### src/pkg/ecd_map.vh
`ifndef ECD_MAP_VH
`define ECD_MAP_VH
// Register byte offsets
`define ECD_CTRL_OFF 12'h000
`define ECD_STAT_OFF 12'h004
`define ECD_PEND_OFF 12'h008
// Control fields
`define ECD_CTRL_EN_BIT 0
`define ECD_CTRL_CLR_BIT 1
// Status fields
`define ECD_STAT_BUSY_BIT 0
`define ECD_STAT_PHASE_LSB 1
`define ECD_STAT_CODE_LSB 4
// Reset values
`define ECD_CTRL_RST 1'b1
// Machine cycle length in microseconds, and in clock cycles at 100 MHz
`define ECD_CYCLE_US 10000
`define ECD_CLK_MHZ 100
`define ECD_CYCLE_CLKS (`ECD_CYCLE_US * `ECD_CLK_MHZ)
// Cycles appended after an input
`define ECD_EXTRA_CYCLES 3
`endif

### src/core/ecd_sync.v
`timescale 1ns/1ns
// Two-stage synchroniser for a bus of pin inputs
module ecd_sync #(
  parameter W = 15
) (
  // Clock and reset
  input wire pclk,
  input wire presetn,
  // Asynchronous data in, synchronised data out
  input wire [W-1:0] d,
  output wire [W-1:0] q
);
  reg [W-1:0] meta_ff; // First stage, read only by the second
  reg [W-1:0] sync_ff; // Second stage
  // Shift through two flops
  always @(posedge pclk or negedge presetn) begin
    if (!presetn) begin
      meta_ff <= {W{1'b0}};
      sync_ff <= {W{1'b0}};
    end else begin
      meta_ff <= d;
      sync_ff <= meta_ff;
    end
  end
  assign q = sync_ff;
endmodule

### src/core/ecd_top.v
`timescale 1ns/1ns
`include "ecd_map.vh"
module ecd_top #(
  parameter CH = 15,
  parameter CW = 4,
  parameter CYCLE_CLKS = `ECD_CYCLE_CLKS
) (
  // Clock and reset
  input wire pclk,
  input wire presetn,
  // APB slave
  input wire psel,
  input wire penable,
  input wire pwrite,
  input wire [11:0] paddr,
  input wire [31:0] pwdata,
  output reg [31:0] prdata,
  output reg pready,
  output reg pslverr,
  // Machine cycle strobe from the control side (pin)
  input wire cycle_mark,
  // Numbered impulse inputs, bit i is channel i+1
  input wire [CH-1:0] delay_in,
  // Numbered delayed outputs, bit i is channel i+1
  output reg [CH-1:0] delay_out,
  // Operation lengthened while high
  output reg busy
);
  localparam [1:0] S_IDLE = 2'h0; // No stored code
  localparam [1:0] S_DLY1 = 2'h1; // First delay cycle
  localparam [1:0] S_DLY2 = 2'h2; // Second delay cycle
  localparam [1:0] S_EXIT = 2'h3; // Exit cycle
  localparam [31:0] CYC_TOP = CYCLE_CLKS - 1;

  wire [CH-1:0] in_s; // Synchronised inputs
  wire [0:0] mark_s; // Synchronised cycle mark
  reg mark_d_ff; // Previous mark for edge detect
  reg [1:0] state_ff; // Sequence state
  reg [1:0] nxt_state;
  reg [CW-1:0] code_ff; // Latch bits 1,2,4,8
  reg [CW-1:0] nxt_code;
  reg [31:0] tmr_ff; // Machine cycle timer
  reg en_ff; // Unit enable
  reg [CW-1:0] pend_ff; // Code seen in current basic cycle
  reg got_ff; // Any impulse in current basic cycle
  wire [CW-1:0] in_code; // OR of codes of active inputs
  wire [(CH+1)*CW-1:0] or_acc; // Running OR, a zero seed slice then one slice per channel
  wire [CH-1:0] dec_hit; // Channel whose number equals next code
  wire cyc_end; // End of a delay machine cycle
  wire mark_rise; // Start of a new basic cycle
  genvar g; // Channel index

  // Synchronise pins
  ecd_sync #(.W(CH)) u_sync_in (
    .pclk(pclk),
    .presetn(presetn),
    .d(delay_in),
    .q(in_s)
  );
  ecd_sync #(.W(1)) u_sync_mark (
    .pclk(pclk),
    .presetn(presetn),
    .d(cycle_mark),
    .q(mark_s)
  );

  // Per channel: OR its number into the code and decode its output.
  // A running OR chain keeps one driver per slice of the chain.
  assign or_acc[CW-1:0] = {CW{1'b0}};
  generate
    for (g = 0; g < CH; g = g + 1) begin : g_chan
      // Channel number is its index plus one
      wire [31:0] num_w = g + 1;
      wire [CW-1:0] num = num_w[CW-1:0];
      // Inputs that pulse together merge their bit codes
      assign or_acc[(g+1)*CW +: CW] =
        or_acc[g*CW +: CW] | ({CW{in_s[g]}} & num);
      // Only the channel matching the merged code may fire
      assign dec_hit[g] = (nxt_code == num);
    end
  endgenerate
  assign in_code = or_acc[CH*CW +: CW];

  // Mark edge: impulses of the ending basic cycle are complete
  assign mark_rise = mark_s[0] & ~mark_d_ff;
  // Timer end closes one machine cycle of the delay sequence
  assign cyc_end = (tmr_ff == CYC_TOP);

  // Collect impulses during the basic cycle, hand over at its end
  always @(posedge pclk or negedge presetn) begin
    if (!presetn) begin
      mark_d_ff <= 1'b0;
      pend_ff <= {CW{1'b0}};
      got_ff <= 1'b0;
    end else begin
      mark_d_ff <= mark_s[0];
      if (mark_rise && state_ff == S_IDLE) begin
        // Test impulse has ended with the basic cycle
        pend_ff <= en_ff ? (in_s != 0 ? in_code : {CW{1'b0}})
                         : {CW{1'b0}};
        got_ff <= en_ff & (in_s != 0);
      end else if (state_ff == S_IDLE && en_ff && in_s != 0) begin
        pend_ff <= pend_ff | in_code;
        got_ff <= 1'b1;
      end
      // Code handed to the latch bits; start a fresh collection
      if (state_ff == S_IDLE && mark_rise && got_ff) begin
        pend_ff <= {CW{1'b0}};
        got_ff <= 1'b0;
      end
    end
  end

  // Delay sequence: two idle cycles then the exit cycle
  always @* begin
    nxt_state = state_ff;
    nxt_code = code_ff;
    case (state_ff)
      S_IDLE: begin
        if (mark_rise && got_ff) begin
          nxt_state = S_DLY1;
          nxt_code = pend_ff;
        end
      end
      S_DLY1: begin
        if (cyc_end) begin
          nxt_state = S_DLY2;
        end
      end
      S_DLY2: begin
        if (cyc_end) begin
          nxt_state = S_EXIT;
        end
      end
      S_EXIT: begin
        if (cyc_end) begin
          nxt_state = S_IDLE;
          nxt_code = {CW{1'b0}};
        end
      end
      default: begin
        nxt_state = S_IDLE;
      end
    endcase
  end

  // State, latch bits, timer and outputs
  always @(posedge pclk or negedge presetn) begin
    if (!presetn) begin
      state_ff <= S_IDLE;
      code_ff <= {CW{1'b0}};
      tmr_ff <= 32'h00000000;
      delay_out <= {CH{1'b0}};
      busy <= 1'b0;
    end else begin
      state_ff <= nxt_state;
      code_ff <= nxt_code;
      // Timer restarts on each new delay cycle
      if (state_ff == S_IDLE || cyc_end) begin
        tmr_ff <= 32'h00000000;
      end else begin
        tmr_ff <= tmr_ff + 32'h00000001;
      end
      busy <= (nxt_state != S_IDLE);
      // Decode merged code onto one output in the exit cycle only;
      // the exit starts two cycles after the impulse ended, so a
      // selector switched by it never cuts a test impulse
      if (nxt_state == S_EXIT) begin
        delay_out <= dec_hit;
      end else begin
        delay_out <= {CH{1'b0}};
      end
    end
  end

  // APB slave, zero wait state
  always @(posedge pclk or negedge presetn) begin
    if (!presetn) begin
      en_ff <= `ECD_CTRL_RST;
      prdata <= 32'h00000000;
      pready <= 1'b0;
      pslverr <= 1'b0;
    end else begin
      // Answer in the access phase that follows each setup cycle;
      // ready and error stand for exactly one cycle; data holds until the next setup cycle
      pready <= psel & ~penable;
      pslverr <= 1'b0;
      if (psel && !penable) begin
        prdata <= 32'h00000000;
        case (paddr)
          `ECD_CTRL_OFF: begin
            if (pwrite) begin
              en_ff <= pwdata[`ECD_CTRL_EN_BIT];
            end else begin
              prdata[`ECD_CTRL_EN_BIT] <= en_ff;
            end
          end
          `ECD_STAT_OFF: begin
            prdata[`ECD_STAT_BUSY_BIT] <= busy;
            prdata[`ECD_STAT_PHASE_LSB+1:`ECD_STAT_PHASE_LSB] <= state_ff;
            prdata[`ECD_STAT_CODE_LSB+CW-1:`ECD_STAT_CODE_LSB] <= code_ff;
          end
          `ECD_PEND_OFF: begin
            prdata[CW-1:0] <= pend_ff;
          end
          default: begin
            pslverr <= 1'b1;
          end
        endcase
      end
    end
  end
endmodule

### config.mk
export PLATFORM = sky130hd
export DESIGN_NAME = ecd_top
export DESIGN_NICKNAME = d
export VERILOG_FILES = /design/src/core/ecd_sync.v /design/src/core/ecd_top.v
export VERILOG_INCLUDE_DIRS = /design/src /design/src/pkg
export SDC_FILE = /design/constraint.sdc
export NUM_CORES = 1
export LEC_CHECK = 0
export BUFFER_PORTS_ARGS = -buffer_cell sky130_fd_sc_hd__buf_2
export CAP_MARGIN = 20
export CORE_MARGIN = 3
export CORE_UTILIZATION = 40
export CTS_CLUSTER_SIZE = 40
export DETAILED_ROUTE_END_ITERATION = 7
export PLACE_DENSITY = 0.67
export REMOVE_ABC_BUFFERS = 1
export SLEW_MARGIN = 10
export SYNTH_ARGS = -nofsm -noshare
export SYNTH_HDL_FRONTEND = slang
export SYNTH_HIERARCHICAL = 1
export SYNTH_SLANG_ARGS = --single-unit
### constraint.sdc
create_clock -name pclk -period 2.6 [get_ports pclk]
set_input_delay 0 -clock pclk [delete_from_list [all_inputs] [get_ports pclk]]
set_output_delay 0 -clock pclk [all_outputs]
set_load 0.01 [all_outputs]
==> impl_metrics.ini <==
[outcome]
run_status = completed

[setup_path]
cp_common_cell = inv_1
r2r-end = delay_out[14]$_DFF_PN0_
setup.worst_path.start_class = register
timing.rr.start = state_ff[1]$_DFF_PN0_
worst_ep_required_time_ns = 2.88
rr_worst_depth = 9
slowest_delay_ns = 0.47
startpoint = state_ff[1]$_DFF_PN0_
worstPathArrival_ns = 2.60
ff2ff_setup_slack_ns = 0.28
crit_chain = inv_1 > ha_2 > nand3b_1 > nor3b_4 > a21oi_1 > a21o_1 > inv_1 > nand2_1 > nor4bb_1
path_max_fanout = 9
critPathCapture = delay_out[14]$_DFF_PN0_
crit_type = reg -> reg
crit_slowest_cell = dfrtp_1
end_kind = register

[die]
core_area_um2 = 10460
die_h_um = 110.2
rows = 37
pin_count = 115
dieArea_um2 = 12150
die_w_um = 110.2
start_util = 0.4153

[global_routing]
grt_max_degree = 104
grt_pass1_wl_um = 13290
overflow = 0
grt_usage = 0.1385
grt_pass1_vias = 2905
antenna_found_initial = 0

[detailed_routing]
post-route-drc-count = 0
drt_wl_total_um = 7996
num_vias = 3064
drt-vias-per-instance = 5.007
wl_per_cell_um = 13.07
first_pass_iters = 4
antenna_left = 0
first_iter_violations = 196

[yosys]
synth_edf_count = 0
syn_area_um2 = 4345
netlist_instances = 386
yosysUniqueCellTypes = 51
async_flop_share = 1.000
synthFlopType = dfrtp_1
syn-mean-instance-area_um2 = 11.26
synth_seq_area_share = 0.5934
yosys_warnings = 6
ys_seq_elements = 103

[power]
seqPwrFrac = 0.561
ir_worst_vdd_mv = 0.2589
internal_power_w = 0.002171
powerDensity_nw_per_um2 = 595.4
power.share.combinational = 0.126
switching_share = 0.2871
switchingPower_w = 0.0008742
power_w = 0.003045
pwr-share-clk = 0.312
p_leak_nw = 2.338

[layout]
fillers = 949
final_layout_size_suffix_gt1_frac = 0.1870
fin_area_um2 = 5115
n_antenna_cell = 0
nNetsFinal = 541
final_cell_mix = dfrtp_1 (102), buf_2 (58), nor2_1 (38)
final_common_cell = dfrtp_1
syn2layout_area_growth_pct = 17.71

[clocking]
clkLatencyLatePin_ns = 0.37
clock_path_buffers = 2
path_clk_slew_ns = 0.10
cts_buffers = 9
cts_root_buf = clkbuf_8
ctsHtreeMaxLevel = 3
post-cts-setup-buffers = 0
cts_sinks = 103
cts_tree = done

[timing]
slew_viol_final = 0
setup_tns_ns = 0
period_minus_slack_ns = 2.319
setup_viol_count_final = 0
maxSlewHeadroom = 0.4205
fin_crit_sh = 0.8918
tightestPinTransition_ns = 0.8674
max_freq_mhz = 431.3
hold_violations = 0
skew_ns = 0.01271

[placed_design]
place_congestion = 0.8168
dp_hpwl_um = 5628
numPortBuffers = 59
placedInstanceArea_um2 = 4711

[hold_path]
hp-class = in -> reg

[run]
maxCapViolations = 0
## cell usage after synthesis, drive strengths merged, types with 4 or more instances
library cell	count	area [um2]
nand2b	6	37.54
nor3	19	100.1
dfrtp	102	2552
nor2	38	142.6
o21ai	12	60.05
xnor2	13	113.9
a21oi	6	30.03
buf	28	209.0
ha	5	62.56
nand3	20	100.1
and4	6	52.55
nand2	30	115.1
nand4	9	62.56
inv	9	33.78
and3	5	31.28
xor2	15	131.4
nor4	17	106.4
clkbuf	4	15.01
## flip-flops by register name, indices dropped and copies added, names as in the netlist, 2 cells and up
signal / cells
delay_out: 15
u_sync_in/q: 15
prdata: 8
code_ff: 4
tmr_ff: 32
pend_ff: 4
u_sync_in/meta_ff: 15
state_ff: 2
## layout make-up
type                    count  area, um2  area share
clock inverters             6      57.56     0.01125
multi-input cells         265       1604      0.3136
inverters                   9      33.78    0.006605
flip-flops and latches    103       2579      0.5042
clock buffers              10      127.6     0.02495
repair buffers             83      543.0      0.1062
well taps                 136      170.2     0.03327
## power by group through the flow
stage | clock network [W] | logic [W] | registers [W]
after floorplan | 0 | 0.000211 | 0.00173
after global placement | 0 | 0.000342 | 0.00174
after detailed placement | 0 | 0.000352 | 0.00174
after CTS | 0.000988 | 0.000375 | 0.00171
after global routing | 0.00105 | 0.000443 | 0.00172
final | 0.000951 | 0.000385 | 0.00171
## routing by layer
| layer | global-route usage | part of all wire |
|---|---|---|
| met4 | 0.03694 | 0.010 |
| met3 | 0.03669 | 0.060 |
| met2 | 0.2205 | 0.49 |
| met1 | 0.1889 | 0.44 |
| met5 | 0 | 0 |
## kinds of logic (layout without fill, tap and decap cells)
family                     Yosys count  count (layout)  share of synthesized area
AOI/OAI and AO/OA                   36              36                    0.05874
xor gates and xnor gates            28              28                    0.05644
adders and majority gates            5               5                    0.01440
buffers and inverters               41             108                    0.05931
DFF                                103             103                     0.5934
muxes                                1               1                   0.002591
other                                1              24                  0.0008630
and+or+nand+nor                    171             171                     0.2142
## through the flow
| stage | setup WS, ns | utilization | hold slack [ns] | std cells |
|---|---|---|---|---|
| 2_1_floorplan | 0.1879 | - | -0.2956 | 377 |
| 3_3_place_gp | 0.3599 | 0.4503 | 0.1019 | 575 |
| 3_5_place_dp | 0.2249 | 0.4503 | 0.1089 | 575 |
| 4_1_cts | 0.2036 | 0.4880 | 0.02920 | 612 |
| 5_1_grt | -0.01941 | 0.4889 | 0.08492 | 612 |
| 6_report | 0.2813 | 0.4889 | 0.03708 | 612 |
## worst min-delay path by stage
stage / start / endpoint / slack, ns / cells after the start
2_1_floorplan: presetn / busy$_DFF_PN0_ / -0.30 / 0
3_3_place_gp: presetn / tmr_ff[3]$_DFF_PN0_ / 0.10 / 2
3_5_place_dp: presetn / tmr_ff[19]$_DFF_PN0_ / 0.11 / 2
4_1_cts: paddr[2] / pslverr$_DFF_PN0_ / 0.03 / 3
5_1_grt: paddr[2] / pslverr$_DFF_PN0_ / 0.08 / 3
6_report: paddr[2] / pslverr$_DFF_PN0_ / 0.04 / 3
## critical path: cells and delay by family, from the launching register on
family | cells | cell delay (ns)
fa+ha+maj | 1 | 0.28
flops | 1 | 0.47
simple gates | 4 | 0.96
compound gates | 2 | 0.31
buf+inv | 2 | 0.21
## what timing repair did
action	in CTS	in global routing
endpoints found under the setup margin	0	11
endpoints found under the hold margin	120	0
hold buffers	21	0
resized for setup	0	2
Note: power is estimated with default switching activity, not from simulation.
